===== src/rtl/lpm_regs.svh =====
// constants for the low-power mode controller
`ifndef LPM_REGS_SVH
`define LPM_REGS_SVH
`define LPM_MODE_WAIT 2'h0
`define LPM_MODE_AHALT 2'h1
`define LPM_MODE_HALT 2'h2
`define LPM_MODE_NONE 2'h3
`define LPM_WAKE_INTERVAL_RST 16'h0010
// regulator settle time in ns and derived cycles at 10 ns per cycle
`define LPM_REG_SETTLE_NS 200
`define LPM_REG_SETTLE_CYC ((`LPM_REG_SETTLE_NS + 9) / 10)
`endif


===== src/rtl/lpm_pkg.sv =====
// types for the low-power mode controller
package lpm_pkg;
    typedef logic [1:0] lpm_mode_t;
    typedef enum logic [2:0] {
        LPM_RUN,
        LPM_WAIT,
        LPM_AHALT,
        LPM_HALT,
        LPM_SETTLE
    } lpm_state_t;
endpackage


===== src/rtl/lpm_ctrl.sv =====
// low-power mode controller: entry, wake qualification, regulator and pad control
//
// Contract
// - wait mode stops the processor clock, peripheral clocks keep running
// - wait resumes on internal interrupt, external interrupt or reset
// - both active-halt variants gate processor and all peripheral clocks
// - periodic wake timer raises internal wakeup after programmed interval
// - active-halt regulator-on keeps regulator, wakes on timer, external irq, reset
// - active-halt regulator-off switches regulator off, slower wakeup
// - halt stops all clocks, regulator off, wakes on external event or reset
// - power, ram retention and brownout detection stay on in every mode
// - crystal input pad paths disabled in halt and active-halt
// - in halt and active-halt pad pull-up off if crystal clock wakes, else follows option bit; off in run and wait
`timescale 1ns/1ps
`include "lpm_regs.svh"
module lpm_ctrl (
    input wire logic CLK, // system clock
    input wire logic RSTN, // async reset, active low
    input wire logic ENTER_REQ, // one-cycle entry request from processor
    input wire lpm_pkg::lpm_mode_t MODE_SEL, // requested mode
    input wire logic REG_ON_SEL, // keep regulator on in active-halt
    input wire logic [15:0] WAKE_INTERVAL, // wake timer interval in cycles
    input wire logic INT_IRQ, // internal interrupt
    input wire logic EXT_IRQ, // external interrupt or event
    input wire logic RESET_SRC, // reset source request
    input wire logic XTAL_WAKE, // crystal clock used as wake clock
    input wire logic PULLUP_OPT, // pad pull-up option bit
    output logic CPU_CLK_EN, // processor clock enable
    output logic PERIPH_CLK_EN, // peripheral clock enable
    output logic REG_EN, // main regulator enable
    output logic CPU_RELEASE, // one-cycle resume pulse
    output logic SYS_RESET_REQ, // reset path request pulse
    output logic PAD_PATH_EN, // crystal input pad io path enable
    output logic PAD_PULLUP_EN, // crystal input pad pull-up
    output logic POWER_KEEP, // processor, ram and brownout kept on
    output logic [2:0] STATE // current state
);
    import lpm_pkg::*;
    lpm_state_t state_q, state_d;
    logic reg_keep_q;
    logic [15:0] tmr_q;
    logic [15:0] interval_q;
    logic [7:0] settle_q;
    logic tmr_wake;
    logic wake_any;
    logic keep_sel;
    // ------------------------------
    // wake timer
    // ------------------------------
    assign tmr_wake = (state_q == LPM_AHALT) && (tmr_q >= interval_q);
    always_ff @(posedge CLK or negedge RSTN) begin
        if (!RSTN) begin
            tmr_q <= 16'h0000;
        end else if (state_q == LPM_AHALT) begin
            tmr_q <= tmr_q + 16'h0001;
        end else begin
            // preload one so the first halted cycle already counts
            tmr_q <= 16'h0001;
        end
    end
    // ------------------------------
    // entry latch
    // ------------------------------
    // choices are taken only in run, so a strobe while halted cannot change them
    always_ff @(posedge CLK or negedge RSTN) begin
        if (!RSTN) begin
            reg_keep_q <= 1'b1;
            interval_q <= `LPM_WAKE_INTERVAL_RST;
        end else if (state_q == LPM_RUN && ENTER_REQ) begin
            reg_keep_q <= REG_ON_SEL;
            // a zero interval would sit below the preloaded count of one, so it is raised to one
            interval_q <= (WAKE_INTERVAL == 16'h0000) ? 16'h0001 : WAKE_INTERVAL;
        end
    end
    // regulator choice: live select on the entry edge, latched copy afterwards
    assign keep_sel = (state_q == LPM_RUN) ? REG_ON_SEL : reg_keep_q;
    // ------------------------------
    // mode state machine
    // ------------------------------
    always_comb begin
        state_d = state_q;
        wake_any = 1'b0;
        case (state_q)
            LPM_RUN: begin
                if (ENTER_REQ && !RESET_SRC) begin
                    case (MODE_SEL)
                        `LPM_MODE_WAIT: state_d = LPM_WAIT;
                        `LPM_MODE_AHALT: state_d = LPM_AHALT;
                        `LPM_MODE_HALT: state_d = LPM_HALT;
                        default: state_d = LPM_RUN;
                    endcase
                end
            end
            LPM_WAIT: begin
                wake_any = INT_IRQ || EXT_IRQ;
            end
            LPM_AHALT: begin
                wake_any = tmr_wake || EXT_IRQ;
            end
            LPM_HALT: begin
                wake_any = EXT_IRQ;
            end
            LPM_SETTLE: begin
                if (settle_q == 8'h00) begin
                    state_d = LPM_RUN;
                end
            end
            default: state_d = LPM_RUN;
        endcase
        if (wake_any) begin
            // regulator off needs settle time first
            state_d = (state_q == LPM_WAIT || (state_q == LPM_AHALT && reg_keep_q)) ?
                LPM_RUN : LPM_SETTLE;
        end
        if (RESET_SRC) begin
            state_d = LPM_RUN;
        end
    end
    always_ff @(posedge CLK or negedge RSTN) begin
        if (!RSTN) begin
            state_q <= LPM_RUN;
        end else begin
            state_q <= state_d;
        end
    end
    // settle counter for regulator restart
    always_ff @(posedge CLK or negedge RSTN) begin
        if (!RSTN) begin
            settle_q <= 8'h00;
        end else if (state_q != LPM_SETTLE) begin
            settle_q <= 8'(`LPM_REG_SETTLE_CYC - 1);
        end else if (settle_q != 8'h00) begin
            settle_q <= settle_q - 8'h01;
        end
    end
    // ------------------------------
    // registered outputs
    // ------------------------------
    // outputs follow the next state, so pins move on the edge that takes a request
    always_ff @(posedge CLK or negedge RSTN) begin
        if (!RSTN) begin
            CPU_CLK_EN <= 1'b1;
            PERIPH_CLK_EN <= 1'b1;
            REG_EN <= 1'b1;
            CPU_RELEASE <= 1'b0;
            SYS_RESET_REQ <= 1'b0;
            PAD_PATH_EN <= 1'b1;
            PAD_PULLUP_EN <= 1'b0;
            POWER_KEEP <= 1'b1;
            STATE <= 3'h0;
        end else begin
            CPU_CLK_EN <= (state_d == LPM_RUN);
            PERIPH_CLK_EN <= (state_d == LPM_RUN) || (state_d == LPM_WAIT);
            REG_EN <= !(state_d == LPM_HALT
                || (state_d == LPM_AHALT && !keep_sel));
            CPU_RELEASE <= (state_q != LPM_RUN) && (state_d == LPM_RUN) && !RESET_SRC;
            SYS_RESET_REQ <= RESET_SRC;
            PAD_PATH_EN <= !(state_d == LPM_AHALT || state_d == LPM_HALT);
            PAD_PULLUP_EN <= (state_d == LPM_AHALT || state_d == LPM_HALT) ?
                (!XTAL_WAKE && PULLUP_OPT) : 1'b0;
            POWER_KEEP <= 1'b1;
            STATE <= 3'(state_d);
        end
    end
    // ------------------------------
    // assertions
    // ------------------------------
    // checks watch the registered pins, the timer and the entry latch against the state flops, the next state and the inputs
    wait_clocks_a: assert property (@(posedge CLK) disable iff (!RSTN)
        (state_q == LPM_WAIT && !INT_IRQ && !EXT_IRQ && !RESET_SRC) |=>
        (!CPU_CLK_EN && PERIPH_CLK_EN))
        else $error("wait mode clocks wrong");
    wait_wake_a: assert property (@(posedge CLK) disable iff (!RSTN)
        (state_q == LPM_WAIT && INT_IRQ && !RESET_SRC) |=> CPU_RELEASE && CPU_CLK_EN)
        else $error("wait did not resume on interrupt");
    ahalt_clocks_a: assert property (@(posedge CLK) disable iff (!RSTN)
        (state_q == LPM_AHALT) |-> (!CPU_CLK_EN && !PERIPH_CLK_EN))
        else $error("active-halt clocks not gated");
    // the timer may never pass its interval, so a missed wake shows at once
    timer_wake_a: assert property (@(posedge CLK) disable iff (!RSTN)
        (state_q == LPM_AHALT) |-> (tmr_q <= interval_q))
        else $error("wake timer overran interval");
    timer_fire_a: assert property (@(posedge CLK) disable iff (!RSTN)
        (state_q == LPM_AHALT && tmr_q >= interval_q) |=> (state_q != LPM_AHALT))
        else $error("wake timer did not end active-halt");
    ahalt_regon_a: assert property (@(posedge CLK) disable iff (!RSTN)
        (state_q == LPM_AHALT && reg_keep_q && $past(state_q) == LPM_AHALT) |-> REG_EN)
        else $error("regulator dropped in active-halt");
    ahalt_regoff_a: assert property (@(posedge CLK) disable iff (!RSTN)
        (state_q == LPM_AHALT && !reg_keep_q && state_d == LPM_AHALT) |=> !REG_EN)
        else $error("regulator on in regulator-off mode");
    halt_wake_a: assert property (@(posedge CLK) disable iff (!RSTN)
        (state_q == LPM_HALT && !EXT_IRQ && !RESET_SRC) |=> state_q == LPM_HALT && !REG_EN)
        else $error("halt left without external event");
    pad_path_a: assert property (@(posedge CLK) disable iff (!RSTN)
        (state_q == LPM_HALT || state_q == LPM_AHALT) |-> !PAD_PATH_EN)
        else $error("pad path enabled in halt");
    pad_pull_a: assert property (@(posedge CLK) disable iff (!RSTN)
        (state_d == LPM_HALT && XTAL_WAKE) |=> !PAD_PULLUP_EN)
        else $error("pull-up on with crystal wake");
    entry_latch_a: assert property (@(posedge CLK) disable iff (!RSTN)
        (state_q == LPM_RUN && ENTER_REQ) |=> reg_keep_q == $past(REG_ON_SEL))
        else $error("regulator choice not latched");
    settle_done_a: assert property (@(posedge CLK) disable iff (!RSTN)
        (state_q == LPM_SETTLE && !RESET_SRC) |-> ##[1:40] CPU_RELEASE)
        else $error("no release after settle");
    keep_power_a: assert property (@(posedge CLK) disable iff (!RSTN)
        POWER_KEEP)
        else $error("power keep dropped");
    release_pulse_a: assert property (@(posedge CLK) disable iff (!RSTN)
        CPU_RELEASE |=> !CPU_RELEASE)
        else $error("resume pulse longer than one cycle");
    reset_path_a: assert property (@(posedge CLK) disable iff (!RSTN)
        RESET_SRC |=> (SYS_RESET_REQ && !CPU_RELEASE && STATE == 3'h0))
        else $error("reset source did not take reset path");
    regon_entry_a: assert property (@(posedge CLK) disable iff (!RSTN)
        (state_q == LPM_RUN && ENTER_REQ && !RESET_SRC && MODE_SEL == `LPM_MODE_AHALT
        && REG_ON_SEL) |=> (REG_EN && STATE == 3'h2))
        else $error("regulator dropped on active-halt entry");
endmodule


===== config.mk =====
export PLATFORM = sky130hd
export DESIGN_NAME = lpm_ctrl
export DESIGN_NICKNAME = d
export VERILOG_FILES = /design/src/rtl/lpm_pkg.sv /design/src/rtl/lpm_ctrl.sv
export VERILOG_INCLUDE_DIRS = /design/src /design/src/rtl
export SDC_FILE = /design/constraint.sdc
export NUM_CORES = 1
export LEC_CHECK = 0
export BUFFER_PORTS_ARGS = -buffer_cell sky130_fd_sc_hd__buf_2
export CORE_MARGIN = 2
export CORE_UTILIZATION = 52
export DETAILED_ROUTE_END_ITERATION = 12
export PLACE_DENSITY = 0.72
export SLEW_MARGIN = 20
export SYNTH_ARGS = -nofsm -noshare
export SYNTH_HDL_FRONTEND = slang
export SYNTH_SLANG_ARGS = --single-unit

===== constraint.sdc =====
create_clock -name CLK -period 1.88 [get_ports CLK]
set_input_delay 0.282 -clock CLK [delete_from_list [all_inputs] [get_ports CLK]]
set_output_delay 0.282 -clock CLK [all_outputs]
set_load 0.05 [all_outputs]

* Word-level counts from Yosys, hierarchy flattened
Index checks and enable logic that the tools add are counted.
** Operators by class
- Multipliers :: 0
- Add/sub/neg operators :: 2
- Order comparisons :: 1
- Equality and inequality tests :: 10
- Shift operators :: 0
- Reduce and logical (&&, ||, !) cells :: 28
- Mux-type cells :: 14
- Bitwise operators :: 0
- Divide/modulo/power cells :: 0
** Operators by type and width (number)
- $mux W16 :: 2
- $add A16 B1 Y16 const B :: 1
- $ge A16 B16 Y1 :: 1
- $logic_not A16 Y1 :: 1
- $mux W8 :: 2
- $mux W3 :: 5
- $eq A3 B2 Y1 const B :: 4
- $pmux W3 S3 :: 1
- $logic_and A1 B1 Y1 :: 8
- $logic_not A8 Y1 :: 1
- $reduce_bool A8 Y1 :: 1
- $sub A8 B1 Y8 const B :: 1
- $eq A3 B1 Y1 const B :: 2
- $logic_not A3 Y1 :: 2
- $logic_or A1 B1 Y1 :: 6
- $pmux W2 S3 :: 1
- $logic_not A1 Y1 :: 5
- $eq A3 B3 Y1 const B :: 1
- $ne A3 B3 Y1 const B :: 1
- $pmux W1 S3 :: 1
- $reduce_bool A3 Y1 :: 1
- $reduce_or A3 Y1 :: 1
- $eq A2 B1 Y1 const B :: 1
- $eq A2 B2 Y1 const B :: 1
- other kinds (3) :: 4
** Storage, ports and cells
- Output and inout port bits :: 11
- Bits in registers :: 51
- Bits in read-only memories :: 0
- Input port bits :: 27
- Word-level logic and storage cells :: 67
- Latch bits :: 0
- RAM bits :: 0
- Memories :: 0

* Logic depth before layout (Yosys ltp)
- Word-level depth :: 10
- Gate-level depth with buffers :: 7
- Gate-level depth less buffers :: 7

* Worst setup path before layout
No wires, ideal clock.
- Path type :: register to register
- Start point :: register tmr_q[6]
- End point :: register PAD_PULLUP_EN
- Data required time :: 1.759 ns
- Library setup time :: 0.121 ns
- Path buffers :: 0
- Period minus slack after synthesis :: 1.945 ns
- Slack :: -0.065 ns
- Arrival time :: 1.825 ns
- Cell stages (with the launch flop) :: 7
- Path through :: dfrtp_1 ha_1 and3_1 or3b_1 o31ai_1 o21ai_2 and4b_1
** On the way
- Cells in the longest elaborated chain, start to end :: 9
- Elaborated cells on any way between the ends :: 10
- Those cells by class :: order compare (1); eq/ne (2); mux (4); reduce/logical (3)
** Ends and longest elaborated chain
- start: declaration :: RTL line lpm_ctrl.sv:41 : logic [15:0] tmr_q;
- start signal: assignment :: RTL line lpm_ctrl.sv:55 : tmr_q <= tmr_q + 16'h0001;
- $ge A16 B16 Y1 (*) :: RTL line lpm_ctrl.sv:50 : assign tmr_wake = (state_q == LPM_AHALT) && (tmr_q >= interval_q);
- $logic_and A1 B1 Y1 (*) :: RTL line lpm_ctrl.sv:50
- $logic_or A1 B1 Y1 (*) :: RTL line lpm_ctrl.sv:98 : wake_any = tmr_wake || EXT_IRQ;
- $pmux W1 S3 (*) :: RTL line lpm_ctrl.sv:83 : case (state_q)
- $mux W3 (*) :: RTL line lpm_ctrl.sv:110 : if (wake_any) begin
- $mux W3 (*) :: RTL line lpm_ctrl.sv:115 : if (RESET_SRC) begin
- $eq A3 B2 Y1 :: RTL line lpm_ctrl.sv:159 : PAD_PULLUP_EN <= (state_d == LPM_AHALT || state_d == LPM_HALT) ?
- $logic_or A1 B1 Y1 (*) :: RTL line lpm_ctrl.sv:159
- $mux W1 (*) :: RTL line lpm_ctrl.sv:159
- end signal: assignment :: RTL line lpm_ctrl.sv:159
- end: declaration :: RTL line lpm_ctrl.sv:34 : output logic PAD_PULLUP_EN,
Every way passes the cells marked *; elsewhere a longest branch is shown, timed or not.
A chain may end at the register's enable or synchronous reset.

* Worst setup path in the final report
Same ends and word-level chain as after synthesis.

==> flow_summary.json <==
{
  "crit_type": "reg2reg",
  "drt_iter0_drc": 104,
  "cts_tree": "yes",
  "synth_area_leaders": "dfrtp_1, ha_1, dfstp_2, nand2_1, nor2_1",
  "grt-busiest-layer": "met2",
  "hp-class": "in2reg",
  "routed_wl_um": 6230,
  "synthArstFlopShare_pct": 100,
  "synth_common_cells": "dfrtp_1, nand2_1, nor2_1, inv_1, ha_1",
  "rsz0062_at_grt": "true",
  "synth_edf_count": 0,
  "fin_ws_ns": -0.0708,
  "dp_hpwl_um": 4340,
  "finalSetupViolCount": 6,
  "syn-num-nets": 335,
  "grt_overflow_total": 0,
  "cts_buffers": 5,
  "worstReg2RegEnd": "PAD_PULLUP_EN",
  "fin_crit_sh_pct": 104,
  "num_vias": 2256,
  "netlist.area_leader.share_pct": 40.6,
  "ios": 38,
  "peakVddDrop_mv": 0.403,
  "synth-compound-area-share_pct": 11.7,
  "ys_seq_area_share_pct": 46.3,
  "core_sq_um": 5140,
  "startpoint": "tmr_q[6]",
  "outcome": "finished with violations",
  "final.setup.tns_ns": -0.214,
  "wl_per_cell_um": 14.8,
  "grt_use_met1_pct": 27.3,
  "arrival_ns": 2.16,
  "track_usage_pct": 21.8,
  "antenna_found_initial": 0,
  "fmax_ghz": 0.513,
  "grt_pass1_wl_um": 10300,
  "die_y_um": 77.0,
  "num_rows": 26,
  "worstHoldStart": "RESET_SRC",
  "cp_max_fo": 5,
  "internal_power_uw": 1690,
  "synth_fa_ha_area_share_pct": 9.93,
  "grt_use_met2_pct": 37.5,
  "htreeDepth": 2,
  "synth_top_family_by_area": "simple AND/OR/NAND/NOR gates",
  "switching_share_pct": 30.7,
  "finalHoldViolCount": 0,
  "avgSynthCellArea_sq_um": 9.69,
  "ys.flop_type": "dfrtp_1",
  "reg2regPathDepth": 6,
  "firstDrtPassIters": 5,
  "insertion_delay_ns": 0.31,
  "synth_simple_gate_area_share_pct": 20.4,
  "grt_max_degree": 52,
  "holdWs_ns": 0.176,
  "drive_gt1_share_pct": 30.6,
  "route.detailed.drc": 0,
  "synth_xor_area_share_pct": 6.00,
  "pwr-share-comb_pct": 23.6,
  "ctsLongestPathBuffers": 2,
  "fin_worst_skew_ns": 0.0107,
  "startpoint_type": "register",
  "drv_cap": 0,
  "hold-path-cell-count": 1,
  "utilization_pct": 68.3,
  "postPlaceCellArea_sq_um": 3230,
  "chipWidth_um": 77.0,
  "power.density_nw_per_um2": 694,
  "power.switching_uw": 749,
  "netlist_area_sq_um": 2770,
  "critical_path_required_ns": 2.09,
  "ys_warn_count": 0,
  "clk_pin_slew_worst_paths_ns": 0.10,
  "power_frac_seq_pct": 50.1,
  "hold_path_end": "SYS_RESET_REQ",
  "stdcell_area_sq_um": 3510,
  "gp_congestion": 0.846,
  "rr_startpoint": "tmr_q[6]",
  "period_needed_ns": 1.95,
  "violations": "negative setup slack",
  "ys_ff_latch": 51,
  "diodes": 0,
  "cts_root_buf": "clkbuf_8",
  "final_nets": 398,
  "die_area_sq_um": 5930,
  "initial_utilization_pct": 53.9,
  "synthCells": 286,
  "slew_viol_final": 0,
  "ant_nets": 0,
  "cp-end-kind": "register",
  "yosysTopAreaCell": "dfrtp_1",
  "netlist-cell-type-count": 55,
  "yosysMostFrequentCell": "dfrtp_1",
  "cts_sinks": 51,
  "ff2ff_setup_slack_ns": -0.07,
  "port_buffers": 36,
  "met3_usage_pct": 4.24,
  "grt_pass1_vias": 2219,
  "clkPwrFrac_pct": 26.3,
  "vias_per_cell": 5.37,
  "p_leak_uw": 0.00163,
  "synthMuxAreaShare_pct": 0.406,
  "area_growth_pct": 26.5
}
how the worst max path moves through the flow:
stage / end / slack [ns]
2_1_floorplan: PAD_PULLUP_EN / 0.009
3_3_place_gp: PAD_PULLUP_EN / -0.11
3_5_place_dp: PAD_PULLUP_EN / -0.15
4_1_cts: PAD_PULLUP_EN / -0.05
5_1_grt: PAD_PULLUP_EN / -0.21
6_report: PAD_PULLUP_EN / -0.07
layout make-up:
class                      instances  area (sq um)
clock inverter                     2          12.5
multi-input combinational        199          1530
clock buffer                       6          72.6
tap                               70          87.6
fill                             422          1630
timing repair buffer              66           420
sequential                        51          1280
inverter                          26          97.6
per-layer routing:
metal  vias up  routed length, um
li1       1105                  -
met1      1089               2730
met2        50               3160
met3        12                215
met4         0                119
met5         -                  0
cells in the final DEF, fill, tap and decap left out, drive strengths merged, types with 3 or more instances in the layout:
cell     count
buf         65
dfrtp       45
nand2       30
nor2        28
inv         26
ha          22
o21ai       19
xor2        10
xnor2        9
dfstp        6
nand4        6
a21oi        6
nor3         6
clkbuf       6
a21o         5
nand2b       5
nand3        5
or2          4
and3         4
a2111oi      3
o211ai       3
nor4         3
metrics by stage:
stage	total power [uW]	cells	setup WS, ns
floorplan	1540	286	0.00867
global placement	1710	408	-0.108
detailed placement	1720	408	-0.148
CTS	2410	418	-0.0540
global route	2570	420	-0.209
finish	2440	420	-0.0708
power by group through the flow:
stage / registers (uW) / logic [uW] / clock network, uW
3_3_place_gp: 1240 / 467 / 0
3_5_place_dp: 1240 / 482 / 0
4_1_cts: 1220 / 529 / 659
5_1_grt: 1230 / 641 / 698
6_report: 1220 / 574 / 641
2_1_floorplan: 1290 / 247 / 0
flip-flops by register name (all words and copies together) (netlist names):
name,cells
CPU_CLK_EN,1
CPU_RELEASE,1
PAD_PATH_EN,1
PAD_PULLUP_EN,1
PERIPH_CLK_EN,1
REG_EN,1
STATE,3
SYS_RESET_REQ,1
interval_q,16
reg_keep_q,1
settle_q,8
tmr_q,16
cells by family after synthesis:
logic type                 after synthesis
muxes                                    1
adders and majority gates               22
xor gates and xnor gates                19
other                                    1
buffers and inverters                   36
and+or+nand+nor                        107
AOI/OAI and AO/OA                       49
DFF                                     51
what timing repair did:
item	4_1_cts	5_1_grt
hold buffers	1	0
endpoints found under the setup margin	9	9
buffers inserted	1	2
pin swaps	4	4
hold endpoints to repair	45	0
gates resized for setup	12	11
critical path: stages, from the launching register on:
cell     delay [ns]
dfrtp_1        0.40
ha_1           0.30
and3_4         0.19
or3b_4         0.39
o31ai_4        0.24
o21ai_2        0.13
and4b_1        0.20
No activity file was read; power rests on OpenSTA's default activity.
